### config.mk
export PLATFORM = sky130hd
export DESIGN_NAME = vems_top
export DESIGN_NICKNAME = d
export VERILOG_FILES = /design/src/verilog/vems_status_slice.v /design/src/verilog/vems_top.v
export VERILOG_INCLUDE_DIRS = /design/src /design/src/verilog
export SDC_FILE = /design/constraint.sdc
export NUM_CORES = 1
export LEC_CHECK = 0
export BUFFER_PORTS_ARGS = -buffer_cell sky130_fd_sc_hd__buf_2
export CELL_PAD_IN_SITES_DETAIL_PLACEMENT = 0
export CELL_PAD_IN_SITES_GLOBAL_PLACEMENT = 1
export CORE_ASPECT_RATIO = 1.2
export CORE_MARGIN = 2
export CORE_UTILIZATION = 23
export DETAILED_ROUTE_END_ITERATION = 7
export MAX_ROUTING_LAYER = met4
export PLACE_DENSITY = 0.81
export SETUP_SLACK_MARGIN = 0.5
export SYNTH_ARGS = -nofsm -noshare
export SYNTH_HDL_FRONTEND = slang
export SYNTH_HIERARCHICAL = 1
export SYNTH_SLANG_ARGS = --single-unit
export TNS_END_PERCENT = 50
### constraint.sdc
create_clock -name clk_sys_i -period 2.1 [get_ports clk_sys_i]
set_input_delay 0.21 -clock clk_sys_i [delete_from_list [all_inputs] [get_ports clk_sys_i]]
set_output_delay 0.21 -clock clk_sys_i [all_outputs]
set_load 0.005 [all_outputs]
### src/verilog/vems_defines.vh
// Purpose: constants for the virtual eoi maintenance status block
// Assumes: 32-bit system register words
// Notes: select codes are local to this block
`ifndef VEMS_DEFINES_VH
`define VEMS_DEFINES_VH
// register selects
`define VEMS_SEL_EOI_STATUS 2'h0
`define VEMS_SEL_EMPTY_STATUS 2'h1
`define VEMS_SEL_HV_CONTROL 2'h2
// control field positions
`define VEMS_CTL_CNT_HI 31
`define VEMS_CTL_CNT_LO 27
`define VEMS_CTL_TRAP_BIT 14
`define VEMS_CTL_SGI_BIT 8
`define VEMS_CTL_LRENP_BIT 2
`define VEMS_CTL_EN_BIT 0
// writable mask for implemented control bits
`define VEMS_CTL_WMASK 32'hF8004105
// list entry fields
`define VEMS_LE_STATE_HI 1
`define VEMS_LE_STATE_LO 0
`define VEMS_LE_HW_BIT 2
`define VEMS_LE_EOI_BIT 9
`define VEMS_STATE_INVALID 2'h0
// identifier limit
`define VEMS_LPI_BASE 32'h00002000
// reset value
`define VEMS_CTL_RESET 32'h00000000
`endif

### src/verilog/vems_status_slice.v
// Purpose: per list entry eoi and empty status decode
// Assumes: entry word holds state, hardware link and eoi request bits
// Notes: unimplemented entries read zero in both vectors
`timescale 1ns/1ps
`default_nettype none
`include "vems_defines.vh"
module vems_status_slice #(
  parameter NUM_LR = 16
) (
  // entry fields
  input wire [NUM_LR*10-1:0] entry_bits_i,
  // status
  output wire [15:0] eoi_vec_o,
  output wire [15:0] empty_vec_o
);
  genvar g;
  generate
    for (g = 0; g < 16; g = g + 1)
    begin : g_lr
      if (g < NUM_LR)
      begin : g_impl
        wire [9:0] e;
        wire idle;
        assign e = entry_bits_i[g*10 +: 10];
        assign idle = (e[`VEMS_LE_STATE_HI:`VEMS_LE_STATE_LO] == `VEMS_STATE_INVALID);
        assign eoi_vec_o[g] = idle & ~e[`VEMS_LE_HW_BIT] & e[`VEMS_LE_EOI_BIT];
        assign empty_vec_o[g] = idle & (e[`VEMS_LE_HW_BIT] | ~e[`VEMS_LE_EOI_BIT]);
      end
      else
      begin : g_none
        assign eoi_vec_o[g] = 1'b0;
        assign empty_vec_o[g] = 1'b0;
      end
    end
  endgenerate
endmodule
`default_nettype wire

### src/verilog/vems_top.v
// Purpose: hypervisor eoi maintenance status and control slice
// Assumes: system register port: select, read and write strobes, one clock
// Notes: deactivations with no list entry found arrive as one-cycle pulses
//
// Overview of operation
// - one eoi status bit per list entry in bits 15..0, upper half zero
// - eoi bit set when state idle, no hardware link, eoi request set
// - eoi bit 1 means maintenance still pending for that entry
// - empty bit set when state idle and hardware link or no eoi request
// - count eoi write, mode 0, id below 8192, no entry found
// - count deactivate write, mode 1, id below 8192, no entry found
// - eoi write clearing no active priority bit: we increment
// - trap bit 1 traps virtual deactivate writes; physical trapped too
// - trap bit 0 traps no deactivate writes
// - not-present enable asserts maintenance while counter nonzero
// - sgi count control 1 stops counting virtual sgi deactivation
// - global enable 0 silences maintenance and virtual interrupts
`timescale 1ns/1ps
`default_nettype none
`include "vems_defines.vh"
module vems_top #(
  parameter NUM_LR = 16
) (
  // clock and reset
  input wire clk_sys_i,
  input wire rst_n_i,
  // system register port
  input wire [1:0] reg_sel_i,
  input wire reg_rd_i,
  input wire reg_wr_i,
  input wire [31:0] reg_wdata_i,
  output reg [31:0] reg_rdata_o,
  output reg reg_rvalid_o,
  // list entries
  input wire [NUM_LR*10-1:0] list_entry_i,
  // deactivation events, no matching entry found
  input wire eoi_mode_i,
  input wire end_of_interrupt_write_i,
  input wire virtual_deactivate_write_i,
  input wire [31:0] deact_intid_i,
  input wire deact_intid_valid_i,
  input wire deact_is_sgi_i,
  // trap query from non-secure el1
  input wire phys_deactivate_write_i,
  output wire deactivate_trap_o,
  // interrupt outputs
  input wire other_maint_i,
  input wire virt_irq_req_i,
  output reg maint_irq_o,
  output reg virt_irq_o,
  output wire [4:0] overflow_count_o
);
  // ----------------------------------------
  // status decode
  // ----------------------------------------
  wire [15:0] eoi_vec;
  wire [15:0] empty_vec;
  vems_status_slice #(
    .NUM_LR(NUM_LR)
  ) u_slice (
    .entry_bits_i(list_entry_i),
    .eoi_vec_o(eoi_vec),
    .empty_vec_o(empty_vec)
  );
  reg [15:0] eoi_maintenance_status;
  always @(posedge clk_sys_i)
  begin
    if (!rst_n_i)
      eoi_maintenance_status <= 16'h0000;
    else
      eoi_maintenance_status <= eoi_vec;
  end
  // ----------------------------------------
  // control register
  // ----------------------------------------
  reg [31:0] hypervisor_virtual_control;
  wire [4:0] overflow_deactivation_counter;
  wire global_en;
  wire sgi_ctl;
  wire lrenp_en;
  assign overflow_deactivation_counter =
    hypervisor_virtual_control[`VEMS_CTL_CNT_HI:`VEMS_CTL_CNT_LO];
  assign global_en = hypervisor_virtual_control[`VEMS_CTL_EN_BIT];
  assign sgi_ctl = hypervisor_virtual_control[`VEMS_CTL_SGI_BIT];
  assign lrenp_en = hypervisor_virtual_control[`VEMS_CTL_LRENP_BIT];
  assign overflow_count_o = overflow_deactivation_counter;
  // ----------------------------------------
  // overflow counting
  // ----------------------------------------
  wire id_ok;
  wire cnt_eoi;
  wire cnt_dir;
  wire cnt_inc;
  assign id_ok = deact_intid_valid_i && (deact_intid_i < `VEMS_LPI_BASE);
  assign cnt_eoi = end_of_interrupt_write_i && !eoi_mode_i && id_ok;
  assign cnt_dir = virtual_deactivate_write_i && eoi_mode_i && id_ok;
  assign cnt_inc = (cnt_eoi || cnt_dir) && !(sgi_ctl && deact_is_sgi_i);
  reg [31:0] next_ctl;
  reg [4:0] next_cnt;
  always @*
  begin
    next_ctl = hypervisor_virtual_control;
    if (reg_wr_i && reg_sel_i == `VEMS_SEL_HV_CONTROL)
      next_ctl = reg_wdata_i & `VEMS_CTL_WMASK;
    next_cnt = next_ctl[`VEMS_CTL_CNT_HI:`VEMS_CTL_CNT_LO];
    if (cnt_inc)
      next_cnt = next_cnt + 5'h01;
    next_ctl[`VEMS_CTL_CNT_HI:`VEMS_CTL_CNT_LO] = next_cnt;
  end
  always @(posedge clk_sys_i)
  begin
    if (!rst_n_i)
      hypervisor_virtual_control <= `VEMS_CTL_RESET;
    else
      hypervisor_virtual_control <= next_ctl;
  end
  // ----------------------------------------
  // deactivate trap
  // ----------------------------------------
  assign deactivate_trap_o = hypervisor_virtual_control[`VEMS_CTL_TRAP_BIT] &&
    (virtual_deactivate_write_i || phys_deactivate_write_i);
  // ----------------------------------------
  // interrupt outputs
  // ----------------------------------------
  always @(posedge clk_sys_i)
  begin
    if (!rst_n_i)
    begin
      maint_irq_o <= 1'b0;
      virt_irq_o <= 1'b0;
    end
    else
    begin
      maint_irq_o <= global_en &&
        ((lrenp_en && overflow_deactivation_counter != 5'h00) || other_maint_i);
      virt_irq_o <= global_en && virt_irq_req_i;
    end
  end
  // ----------------------------------------
  // register reads
  // ----------------------------------------
  reg [31:0] rd_mux;
  always @*
  begin
    if (reg_sel_i == `VEMS_SEL_EOI_STATUS)
      rd_mux = {16'h0000, eoi_maintenance_status};
    else if (reg_sel_i == `VEMS_SEL_EMPTY_STATUS)
      rd_mux = {16'h0000, empty_vec};
    else if (reg_sel_i == `VEMS_SEL_HV_CONTROL)
      rd_mux = hypervisor_virtual_control;
    else
      rd_mux = 32'h00000000;
  end
  always @(posedge clk_sys_i)
  begin
    if (!rst_n_i)
    begin
      reg_rdata_o <= 32'h00000000;
      reg_rvalid_o <= 1'b0;
    end
    else
    begin
      reg_rvalid_o <= reg_rd_i;
      if (reg_rd_i)
        reg_rdata_o <= rd_mux;
    end
  end
endmodule
`default_nettype wire
# Yosys cells after proc, flatten, opt, wreduce, memory -nomap -nowiden
# Cells that the tools add are included.
# word_totals
ff_bits	60
input_bits	238
output_inout_bits	41
# classes
addsub	1
n_lt_le_gt_ge	1
eq_ne	2
muxes	5
bitwise_logic	96
n_reduce_logical	35
# op_table
cell	count
32-bit 2-to-1 mux	4
1-bit bitwise AND	48
2-bit zero test	17
32-bit by 14-bit < comparator with 1-bit output, second input constant	1
1-bit NOT	32
1-bit OR	16
1-bit logical AND	12
5-bit by 1-bit adder with 5-bit output, second input constant	1
5-bit 2-to-1 mux	1
5-bit nonzero test	1
1-bit logical OR	3
2-bit by 1-bit == test with 1-bit output, second input constant	1
2-bit == test, second input constant	1
1-bit zero test	2

# Longest topological paths before layout
# Gate-level depths: netlist of run 1.
# logic_depth
depth_word	6
depth_mapped	8

# By module
# The synthesis of run 1 kept the hierarchy.
# by_module_without_submodules
module	n_inst	cells_per_inst	area_each_um2	seq_area_each_um2
vems_top	1	246	2220.9	980.9
vems_status_slice	1	48	500.5	0.0

# Least setup slack after synthesis of run 1
# No wires, ideal clock.
# synth_timing
kind	input-to-reg
from	in reg_sel_i[0]
to	reg hypervisor_virtual_control[31]
setup_ns	0.072
arrival_time_ns	1.609
slack_ns	0.419
cell_stages	8
n_path_buf	2
path_cell_list	buf_6 -> nand3b_4 -> buf_8 -> mux2_2 -> ha_1 -> inv_1 -> a2111oi_4 -> mux2i_1
# synth_via
elab_chain_len	5
# synth_rtl
element	line	text
from (decl)	vems_top.v:28	input wire [1:0] reg_sel_i,
2-bit == test (no source line) *	--	
1-bit logical AND (no source line) *	--	
32-bit 2-to-1 mux *	vems_top.v:103	if (reg_wr_i && reg_sel_i == `VEMS_SEL_HV_CONTROL)
5-bit by 1-bit adder with 5-bit output	vems_top.v:107	next_cnt = next_cnt + 5'h01;
5-bit 2-to-1 mux *	vems_top.v:106	if (cnt_inc)
to (signal assigned)	vems_top.v:113	hypervisor_virtual_control <= `VEMS_CTL_RESET;
to (signal assigned)	vems_top.v:115	hypervisor_virtual_control <= next_ctl;
to (decl)	vems_top.v:76	reg [31:0] hypervisor_virtual_control;
# Mark *: on every way between the ends. The rest lies on a longest branch, timed or not.
# A chain may end at the register's enable or synchronous reset.

# Worst setup path in the final report of run 1
# layout_timing
from	in reg_sel_i[0]
to	reg hypervisor_virtual_control[28]
# Same word-level chain as after synthesis.

==> results by group, run 1 <==
Clock network
  • Resize count post-CTS: 0
  • CTS Hold Bufs: 0
  • Depth of the CTS H-tree: 2
  • Root Buffer: clkbuf_16
  • Max Root-Sink Buffers: 2
  • CTS sink cnt: 49
  • Clock input transition at the sequential cells of the worst setup and hold paths: 70 ps
  • TritonCTS buffer count: 5
  • CTS tree: done
  • Setup bufs post-CTS: 0
  • Clock latency on the worst-skew pair: 290 ps

Timing
  • Slew @ Worst Pin: 581.8 ps
  • RSZ-0062 raised after global routing: no
  • Worst slew margin: 61.17%
  • Final setup vio count: 0
  • Max Slew Vio Count: 0
  • Part of the cycle the worst path needs: 68.04%
  • Final Hold Viols: 0
  • Post-layout minimum cycle time: 1429 ps
  • Skew final: 3.626 ps
  • Post-route setup TNS: 0 ps
  • Max Clock Freq: 0.6999 GHz

GRT
  • Initial antenna violation count: 4
  • Met2 Use GR: 19.07%
  • Largest net degree at the start of global routing: 20
  • M1 GR Usage: 14.02%
  • First-pass GRT wire length: 11,320 µm
  • Vias in the first global route: 2,340
  • Global Route Usage Sum: 12.03%
  • GRT busiest layer: met2
  • GR Overflow Total: 0
  • Met3 usage: 4.296%

Floorplan
  • Chip Width: 103.3 µm
  • Num ports: 279
  • Initial Util: 23.53%
  • Core Box Area: 11,570 µm²
  • Core Rows: 43
  • Die area: 12,720 µm²
  • Die Ht: 123.2 µm

Synth
  • Xor/xnor share of the synthesized area: 0%
  • Post-synthesis mux area share: 9.241%
  • Area share of the largest cell type after synthesis: 36.05%
  • Synth unique cells: 36
  • Post-Syn Instances: 294
  • Synth Area in Compound Gates: 8.000%
  • Adder-cell area share of the yosys netlist: 0.4598%
  • Number of synthesized flops with an enable pin: 0
  • Synth top cells by count: 49 x dfxtp_1, 35 x nor2_1, 28 x a21oi_1
  • Post-Synth Simple-Gate Area: 37.93%
  • Main area contributors after synthesis: dfxtp_1 36%, nor2b_4 8.6%, nor3b_2 7.4%, mux2i_1 6.6%, a21oi_1 5.1%
  • Sequential share of the synthesized area: 36.05%
  • Count leader, synth: dfxtp_1
  • Dominant synthesized flop cell: dfxtp_1
  • Largest family of logic cells by synthesized area: simple AND/OR/NAND/NOR gates
  • Yosys top cell by area: dfxtp_1
  • Syn avg cell area: 9.256 µm²
  • Seq cells post-synth: 49
  • Async SR Flop Fraction: 0%
  • Synth warnings: 6
  • Cell Area, Synth: 2721 µm²

Finish
  • Area grow syn2layout: 33.38%
  • FILL cells: 1,253
  • Fin util: 31.38%
  • Fin nets: 659
  • Share of layout cells above drive strength 1: 45.61%

Critical path
  • Slowest CP cell: mux2_4
  • CP endpoint kind: flip-flop
  • Worst path max stage delay: 340 ps
  • CP Cell Sequence: buf_2 -> nand3b_4 -> mux2_4 -> ha_4 -> nor3_1 -> nor3_1
  • Critical Path AT: 1580 ps
  • CP dominant cell by count: nor3_1
  • Critical Path RT: 2250 ps
  • Critical Path Fanout Max: 11
  • Critical path class: in2reg
  • Crit start category: primary input

Pwr
  • Maximum VDD drop: 0.3323 mV
  • Static Leakage: 1.646 nW
  • Power Dens Cells: 579.7 nW/µm²

Route
  • DRC violations left: 0
  • Routed vias: 2,449
  • Total iterations of the first detailed-routing run: 4
  • DR WL/cell: 12.84 µm
  • Initial drt markers: 51
  • Drt total wl: 7475 µm
  • Routed Antenna Nets: 0
  • Vias per inst: 4.208

Min path
  • Hold Crit Class: in2reg

Placed design
  • Gp weighted congestion: 0.7825
  • HPWL Detailed: 5999 µm
  • Port Buffer Count: 135

Job
  • Max-cap violations: 0

Outcome
  • Status: finished, final reports clean
## stage by stage
stage / area (µm²) / setup slack [ps] / hold WS [ps] / power (mW) / instances
after floorplan: 2775 / 569.4 / 327.4 / 1.161 / 304
after global placement: 3473 / 384.6 / 432.7 / 1.302 / 570
after detailed placement: 3473 / 353.8 / 433.0 / 1.311 / 570
after CTS: 3620 / 669.2 / 128.4 / 2.147 / 578
after global routing: 3630 / 592.4 / 139.7 / 2.214 / 582
final: 3630 / 671.3 / 137.5 / 2.104 / 582
## logic make-up after synthesis
group	after synthesis
compound gates	36
flops	49
mux	24
simple gates	149
fa+ha+maj	1
buf+inv	34
other cells	1
## worst max-delay path: cells and delay by family
family / cells / cell delay (ps)
buffers and inverters: 1 / 230
muxes: 1 / 340
adders and majority gates: 1 / 230
and+or+nand+nor: 3 / 550
## worst paths after layout
kind	slack [ps]	depth (start not counted)	from	endpoint
worst min-delay path	140	3	other_maint_i	maint_irq_o
worst min register to register	460	2	reg_rdata_o[30]	reg_rdata_o[30]
worst max register to register	810	5	hypervisor_virtual_control[28]	hypervisor_virtual_control[31]
worst max-delay path	670	6	reg_sel_i[0]	hypervisor_virtual_control[28]
## cell usage in the layout (no fill, tap or decap), types with 5 or more instances in the layout
cell and count:
buf_2 135, dfxtp_1 49, nor2_1 35, a21oi_1 28
nor3_1 20, mux2i_1 18, nor2b_4 17, and2_1 16
nor3b_2 16, nand2_1 13, nand3_1 12, conb_1 11
clkbuf_16 5, buf_4 5
## cell type report
| cell class | count | area (µm²) | share of cell area, % |
|---|---|---|---|
| multi-input combinational | 221 | 1572 | 43.30 |
| sequential | 49 | 980.9 | 27.03 |
| tap | 157 | 196.4 | 5.412 |
| clock buffer | 5 | 125.1 | 3.447 |
| antenna | 4 | 10.01 | 0.2758 |
| inverter | 3 | 11.26 | 0.3102 |
| timing repair buffer | 140 | 713.2 | 19.65 |
| clock inverter | 3 | 21.27 | 0.5860 |
## state kept, by name, indices dropped and copies added (netlist names)
name,cells
reg_rdata_o,21
eoi_maintenance_status,16
hypervisor_virtual_control,9
maint_irq_o,1
reg_rvalid_o,1
virt_irq_o,1
## where the power goes
| group | total, mW | leakage (nW) | switching (mW) | internal [mW] |
|---|---|---|---|---|
| sequential | 0.962 | 0.397 | 0.0135 | 0.949 |
| combinational | 0.321 | 1.18 | 0.155 | 0.167 |
| clock | 0.820 | 0.0702 | 0.376 | 0.444 |
## routing by layer
layer | vias to the layer above | part of all wire [%] | wire (µm)
met1 | 1071 | 43 | 3240
met5 | - | 0 | 0
met3 | 8 | 11 | 793
met2 | 115 | 44 | 3293
li1 | 1255 | - | -
met4 | 0 | 2.0 | 147
Note: power is estimated with default switching activity, not from simulation.
==> run 2: changes to the inputs <==
Settings changed: CORE_UTILIZATION 23 to 21, PLACE_DENSITY 0.81 to 0.78.
Clock period 2.1 ns to 1.3 ns, I/O delays scaled along.
==> run 2 against run 1 <==
  * Clock power up 65%
  * Combinational power up 110%
  * Die area up 9.2%
  * Non-clock buffer count up 33
  * Setup slack worse by 560 ps
  * Core utilization up 2.3 points
  * Count of clock-buffer cells in the layout up 1
  * Final area up 18%
  * Largest cell class unchanged
  * Critical path depth down 1
==> results by group, run 2 (synthesized netlist as in run 1, its figures left out) <==
Pwr
  • Static Leakage: 1.908 nW (+16%)
  • Power Dens Cells: 837.9 nW/µm² (+45%)
  • Maximum VDD drop: 0.4299 mV (+29%)
  • Tot Pwr: 3.575 mW (+70%)

GRT
  • First-pass GRT wire length: 12,550 µm (+11%)
  • Initial antenna violation count: 3 (-1)
  • Global Route Usage Sum: 12.01% (-0.016 points)
  • GR Overflow Total: 0 (unchanged)
  • Vias in the first global route: 2,450 (+4.7%)
  • Largest net degree at the start of global routing: 19 (-5.0%)

Finish
  • Share of layout cells above drive strength 1: 59.91% (+14 points)
  • Fin area: 4267 µm² (+18%)
  • Largest registers: reg_rdata_o (21), eoi_maintenance_status (16), hypervisor_virtual_control (9)
  • Largest register by flop count: reg_rdata_o
  • Most common cell after layout, fill and taps aside: buf_2
  • Max FFs per register: 21 (unchanged)
  • Area grow syn2layout: 56.78%
  • Commonest non-fill, non-tap cells in the layout: 119 x buf_2, 34 x nor2_1, 27 x buf_6
  • Fin nets: 692 (+5.0%)

Floorplan
  • Core Rows: 45 (+4.7%)
  • Chip Width: 107.9 µm (+4.5%)
  • Die Ht: 128.7 µm (+4.5%)
  • Num ports: 279 (unchanged)
  • Core Box Area: 12,670 µm² (+9.5%)
  • Initial Util: 21.48% (-2.0 points)
  • Die area: 13,890 µm² (+9.2%)

Timing
  • Max Slew Vio Count: 0 (unchanged)
  • Post-route setup TNS: 0 ps (unchanged)
  • Max Clock Freq: 0.8397 GHz
  • RSZ-0062 raised after global routing: yes
  • Post-layout minimum cycle time: 1191 ps
  • Part of the cycle the worst path needs: 91.61%
  • Final setup vio count: 0 (unchanged)
  • Final Hold Viols: 0 (unchanged)
  • Skew final: 3.426 ps (-0.2003 ps)
  • Final hold slack: 71.89 ps (-65.63 ps)

Clock network
  • TritonCTS buffer count: 5 (unchanged)
  • CTS Hold Bufs: 0 (unchanged)
  • Depth of the CTS H-tree: 2 (unchanged)
  • Clock input transition at the sequential cells of the worst setup and hold paths: 70 ps (about the same)
  • CTS sink cnt: 49 (unchanged)
  • Max Root-Sink Buffers: 2 (unchanged)
  • CTS tree: done
  • Root Buffer: clkbuf_16
  • Clock latency on the worst-skew pair: 290 ps (about the same)

Min path
  • Hold Path Stages: 2 (-1)
  • Hold Crit Class: in2reg

Route
  • Vias per inst: 4.250 (+1.0%)
  • Routed vias: 2,635 (+7.6%)
  • Initial drt markers: 90 (+76%)
  • Routed Antenna Nets: 0 (unchanged)
  • Met2 WL: 4229 µm (+28%)
  • DRC violations left: 0 (unchanged)
  • Top sig layer: met4
  • Met1 Routed Length: 3594 µm (+11%)
  • Total iterations of the first detailed-routing run: 4 (unchanged)
  • DR WL/cell: 13.94 µm (+8.5%)
  • Drt total wl: 8640 µm (+16%)
  • WL met3: 720 µm (-9.2%)

Critical path
  • Critical Path RT: 1520 ps (-730 ps)
  • Reg2reg end: hypervisor_virtual_control[31]
  • Crit start category: primary input
  • Critical Path AT: 1410 ps (-170 ps)
  • Depth of the most critical reg-to-reg path: 4 (-1)
  • Worst Setup EP: hypervisor_virtual_control[31]
  • R2R setup slack: 140 ps (-670 ps)
  • Critical Path Fanout Max: 2 (-9)
  • Critical path class: in2reg
  • Worst r2r src: hypervisor_virtual_control[8]
  • Crit path from: deact_intid_i[19]
  • CP endpoint kind: flip-flop

Placed design
  • Gp weighted congestion: 0.8829 (+13%)
  • Placed inst area: 3625 µm² (+4.4%)
  • Port Buffer Count: 135 (unchanged)
  • HPWL Detailed: 6460 µm (+7.7%)

Outcome
  • Status: finished, final reports clean

Job
  • Max-cap violations: 0 (unchanged)
-- run 2: final cells by class --
cell class,count,area (µm²)
Clock buffer,6,138.9
Timing Repair Buffer,173,1177
Tap cell,164,205.2
Antenna cell,2,5.005
Sequential cell,49,1016
Inverter,3,11.26
Multi-Input combinational cell,221,1699
Fill cell,1302,8402
Clock inverter,2,13.76
-- run 2: report_power, final --
| group | switching, mW | internal [mW] |
|---|---|---|
| clock | 0.579 | 0.767 |
| sequential | 0.0196 | 1.53 |
| combinational | 0.305 | 0.371 |
| total | 0.904 | 2.67 |
-- run 2: timing repair --
item / 4_1_cts / 5_1_grt
resized for setup: 36 / 48
endpoints found under the setup margin: 46 / 57
cloned: 0 / 2
pin swaps: 10 / 12
buffers inserted: 9 / 7
-- run 2: worst min path at each step --
| stage | start | endpoint | slack [ps] |
|---|---|---|---|
| 3_5_place_dp | other_maint_i | maint_irq_o | 360 |
| 4_1_cts | other_maint_i | maint_irq_o | 60 |
| 2_1_floorplan | other_maint_i | maint_irq_o | 250 |
| 6_report | virt_irq_req_i | virt_irq_o | 70 |
| 3_3_place_gp | virt_irq_req_i | virt_irq_o | 360 |
| 5_1_grt | virt_irq_req_i | virt_irq_o | 60 |
-- run 2: critical path, cell delays in order --
cell	delay, ps
buf_2	90
nor4_1	390
nand3_1	230
a2111oi_4	370
mux2i_1	200
-- run 2: metal layers --
layer  vias to the layer above  global-route usage [%]
met3                         6                   2.584
met4                         0                   3.922
met2                       133                   19.53
met5                         -                       -
li1                       1315                       -
met1                      1181                   14.78
-- run 2: stage by stage --
step	util [%]	setup slack [ps]	cells
floorplan	-	-84.94	304
global placement	28.61	-99.62	592
detailed placement	28.61	-193.0	592
CTS	31.27	111.7	609
global route	33.68	50.02	620
finish	33.68	109.0	620
==> run 3: changes to the inputs <==
Settings changed: ABC_AREA set to 1, CORE_UTILIZATION 21 to 20, CTS_BUF_LIST set to sky130_fd_sc_hd__clkbuf_16, PLACE_DENSITY 0.78 to 0.77.
==> run 3 against run 2 <==
  * Clock power about the same
  * Via count up 19%
  * Die area up 13%
  * Largest power group unchanged
==> results by group, run 3 <==
Critical path
  • Crit start category: flip-flop
  • Critical Path Fanout Max: 6 (+4)
  • Kind of cell adding the most delay to the critical path: simple AND/OR/NAND/NOR gates
  • Buf/Inv on CP: 0 (-1)
  • CP Cell Sequence: nand2_2 -> nand2_1 -> nor2_1 -> nand2_1 -> nor2_4 -> nand4_1 -> nand2_1 -> nor2_2
  • Critical Path AT: 1320 ps (-90 ps)
  • Critical Path RT: 1500 ps (-20 ps)
  • CP endpoint kind: flip-flop
  • Worst path max stage delay: 330 ps (-60 ps)
  • Critical path class: reg2reg
  • CP dominant cell by count: nand2_1
  • Slowest CP cell: dfxtp_2

Floorplan
  • Initial Util: 20.48% (-1.0 points)
  • Core Box Area: 14,410 µm² (+14%)
  • Die Ht: 137.1 µm (+6.5%)
  • Die area: 15,750 µm² (+13%)
  • Num ports: 279 (unchanged)
  • Core Rows: 48 (+6.7%)
  • Chip Width: 114.9 µm (+6.5%)

Timing
  • Max Clock Freq: 0.8931 GHz (+6.4%)
  • Max Slew Vio Count: 0 (unchanged)
  • Final Hold Viols: 0 (unchanged)
  • Post-layout minimum cycle time: 1120 ps (-71.23 ps)
  • RSZ-0062 raised after global routing: yes
  • Skew final: 8.755 ps (+5.329 ps)
  • Post-route setup TNS: 0 ps (unchanged)
  • Final setup vio count: 0 (unchanged)
  • Part of the cycle the worst path needs: 86.13% (-5.5 points)

Route
  • DRC violations left: 0 (unchanged)
  • Routed vias: 3,136 (+19%)
  • Routed Antenna Nets: 0 (unchanged)
  • Initial drt markers: 80 (-11%)
  • Total iterations of the first detailed-routing run: 4 (unchanged)
  • Vias per inst: 3.876 (-8.8%)
  • DR WL/cell: 10.40 µm (-25%)
  • Drt total wl: 8416 µm (-2.6%)

Finish
  • Multi-input combinational cell area: 1556 µm² (-8.4%)
  • Non-Filler Instances: 809 (+30%)
  • Commonest non-fill, non-tap cells in the layout: 122 x buf_2, 76 x nor2_1, 75 x nand2_1
  • Most common cell after layout, fill and taps aside: buf_2
  • FILL cells: 1,606 (+23%)
  • Area grow syn2layout: 50.53%
  • Largest registers: reg_rdata_o (21), eoi_maintenance_status (16), hypervisor_virtual_control (9)
  • Max FFs per register: 21 (unchanged)
  • Largest register by flop count: reg_rdata_o
  • Register area: 1013 µm² (-0.25%)
  • Antenna cells: 0 (-2)
  • Fin nets: 872 (+26%)
  • Share of layout cells above drive strength 1: 43.69% (-16 points)

GRT
  • GR Overflow Total: 0 (unchanged)
  • Global Route Usage Sum: 10.79% (-1.2 points)
  • First-pass GRT wire length: 13,030 µm (+3.8%)
  • Largest net degree at the start of global routing: 35 (+16)
  • Initial antenna violation count: 0 (-3)
  • Vias in the first global route: 2,821 (+15%)

Placed design
  • Dpl cells: 788 (+33%)
  • HPWL Detailed: 6656 µm (+3.0%)
  • Port Buffer Count: 135 (unchanged)
  • Gp weighted congestion: 0.6960 (-21%)

Synth
  • Sequential share of the synthesized area: 33.23% (-2.8 points)
  • Number of synthesized flops with an enable pin: 0 (unchanged)
  • Synth top cells by count: 91 x nand2_1, 79 x nor2_1, 65 x inv_1
  • Yosys top cell by area: dfxtp_1
  • Syn avg cell area: 6.098 µm² (-34%)
  • Post-Syn Instances: 484 (+65%)
  • Main area contributors after synthesis: dfxtp_1 33%, nand2_1 12%, nor2_1 10%, inv_1 8.3%, nand3_1 5.9%
  • Cell Area, Synth: 2952 µm² (+8.5%)
  • Area share of the largest cell type after synthesis: 33.23% (-2.8 points)
  • Async SR Flop Fraction: 0% (unchanged)
  • Dominant synthesized flop cell: dfxtp_1
  • Count leader, synth: nand2_1
  • Seq cells post-synth: 49 (unchanged)
  • Synth unique cells: 28 (-22%)
  • Synth warnings: 6 (unchanged)

Min path
  • Hold Crit Class: in2reg

Pwr
  • Static Leakage: 2.472 nW (+30%)
  • Maximum VDD drop: 0.4332 mV (+0.75%)
  • Power Dens Cells: 832.4 nW/µm² (-0.66%)
  • Tot Pwr: 3.698 mW (+3.4%)

Job
  • Max-cap violations: 0 (unchanged)

Clock network
  • Root Buffer: clkbuf_16
  • TritonCTS buffer count: 5 (unchanged)
  • Max Root-Sink Buffers: 2 (unchanged)
  • Clock latency on the worst-skew pair: 290 ps (about the same)
  • Depth of the CTS H-tree: 2 (unchanged)
  • Clock input transition at the sequential cells of the worst setup and hold paths: 70 ps (about the same)
  • CTS tree: done
  • CTS sink cnt: 49 (unchanged)

Outcome
  • Status: finished, final reports clean
run 3: changes by cell type after synthesis, sizes merged, moves of 23 or more:
cell / delta
nand2: +98
nor2: +50
nand3: +23
inv: +67
clkinv: +47
run 3: kinds of logic after synthesis:
group | count (synthesis) | synth area share, %
adder cells (fa/ha/maj) | 1 | 0.4238
buffers and inverters | 148 | 22.26
AND/OR/NAND/NOR | 240 | 35.14
flip-flops | 49 | 33.23
AO/OA/AOI/OAI | 45 | 8.817
other | 1 | 0.1271
run 3: area by class of cell:
type	instances	share of cell area, %
inverter	117	10.34
clock buffer	5	2.816
clock inverter	3	0.5632
tap	175	4.928
timing repair buffer	163	23.51
sequential	49	22.81
multi-input combinational	297	35.03
run 3: timing repair:
action,CTS,global route
pin swaps,11,11
endpoints found under the setup margin,52,54
buffers inserted,9,3
gates resized for setup,37,48
hold buffers,0,0
gates cloned,0,1
run 3: power breakdown:
| part | switching [mW] | internal [mW] | total, mW |
|---|---|---|---|
| logic | 0.399 | 0.378 | 0.777 |
| registers | 0.0359 | 1.56 | 1.60 |
| clock network | 0.598 | 0.724 | 1.32 |
| total | 1.03 | 2.67 | 3.70 |
run 3: through the flow:
stage	hold WS (ps)	setup slack [ps]	cell area [µm²]	utilization (%)
floorplan	250.7	191.7	3044	-
global placement	355.2	31.86	3876	26.89
detailed placement	361.0	26.88	3876	26.89
CTS	55.52	108.0	4200	29.14
global route	72.16	28.96	4443	30.82
finish	66.64	180.3	4443	30.82
run 3: final timing paths:
kind | to | depth (start not counted) | startpoint | slack [ps]
worst min-delay path | virt_irq_o | 3 | virt_irq_req_i | 70
worst min register to register | hypervisor_virtual_control[14] | 2 | hypervisor_virtual_control[14] | 460
worst max-delay path | hypervisor_virtual_control[30] | 8 | hypervisor_virtual_control[8] | 180
worst max register to register | hypervisor_virtual_control[30] | 8 | hypervisor_virtual_control[8] | 180
run 3: tightest hold or removal path, delay by kind of cell:
family	cells	cell delay [ps]
AND/OR/NAND/NOR	2	80
buffers and inverters	1	100
run 3: metal layers:
metal	part of all wire [%]	global-route usage, %
met5	0	-
met4	1.4	3.414
met3	4.6	1.373
met2	45	18.07
met1	49	13.49
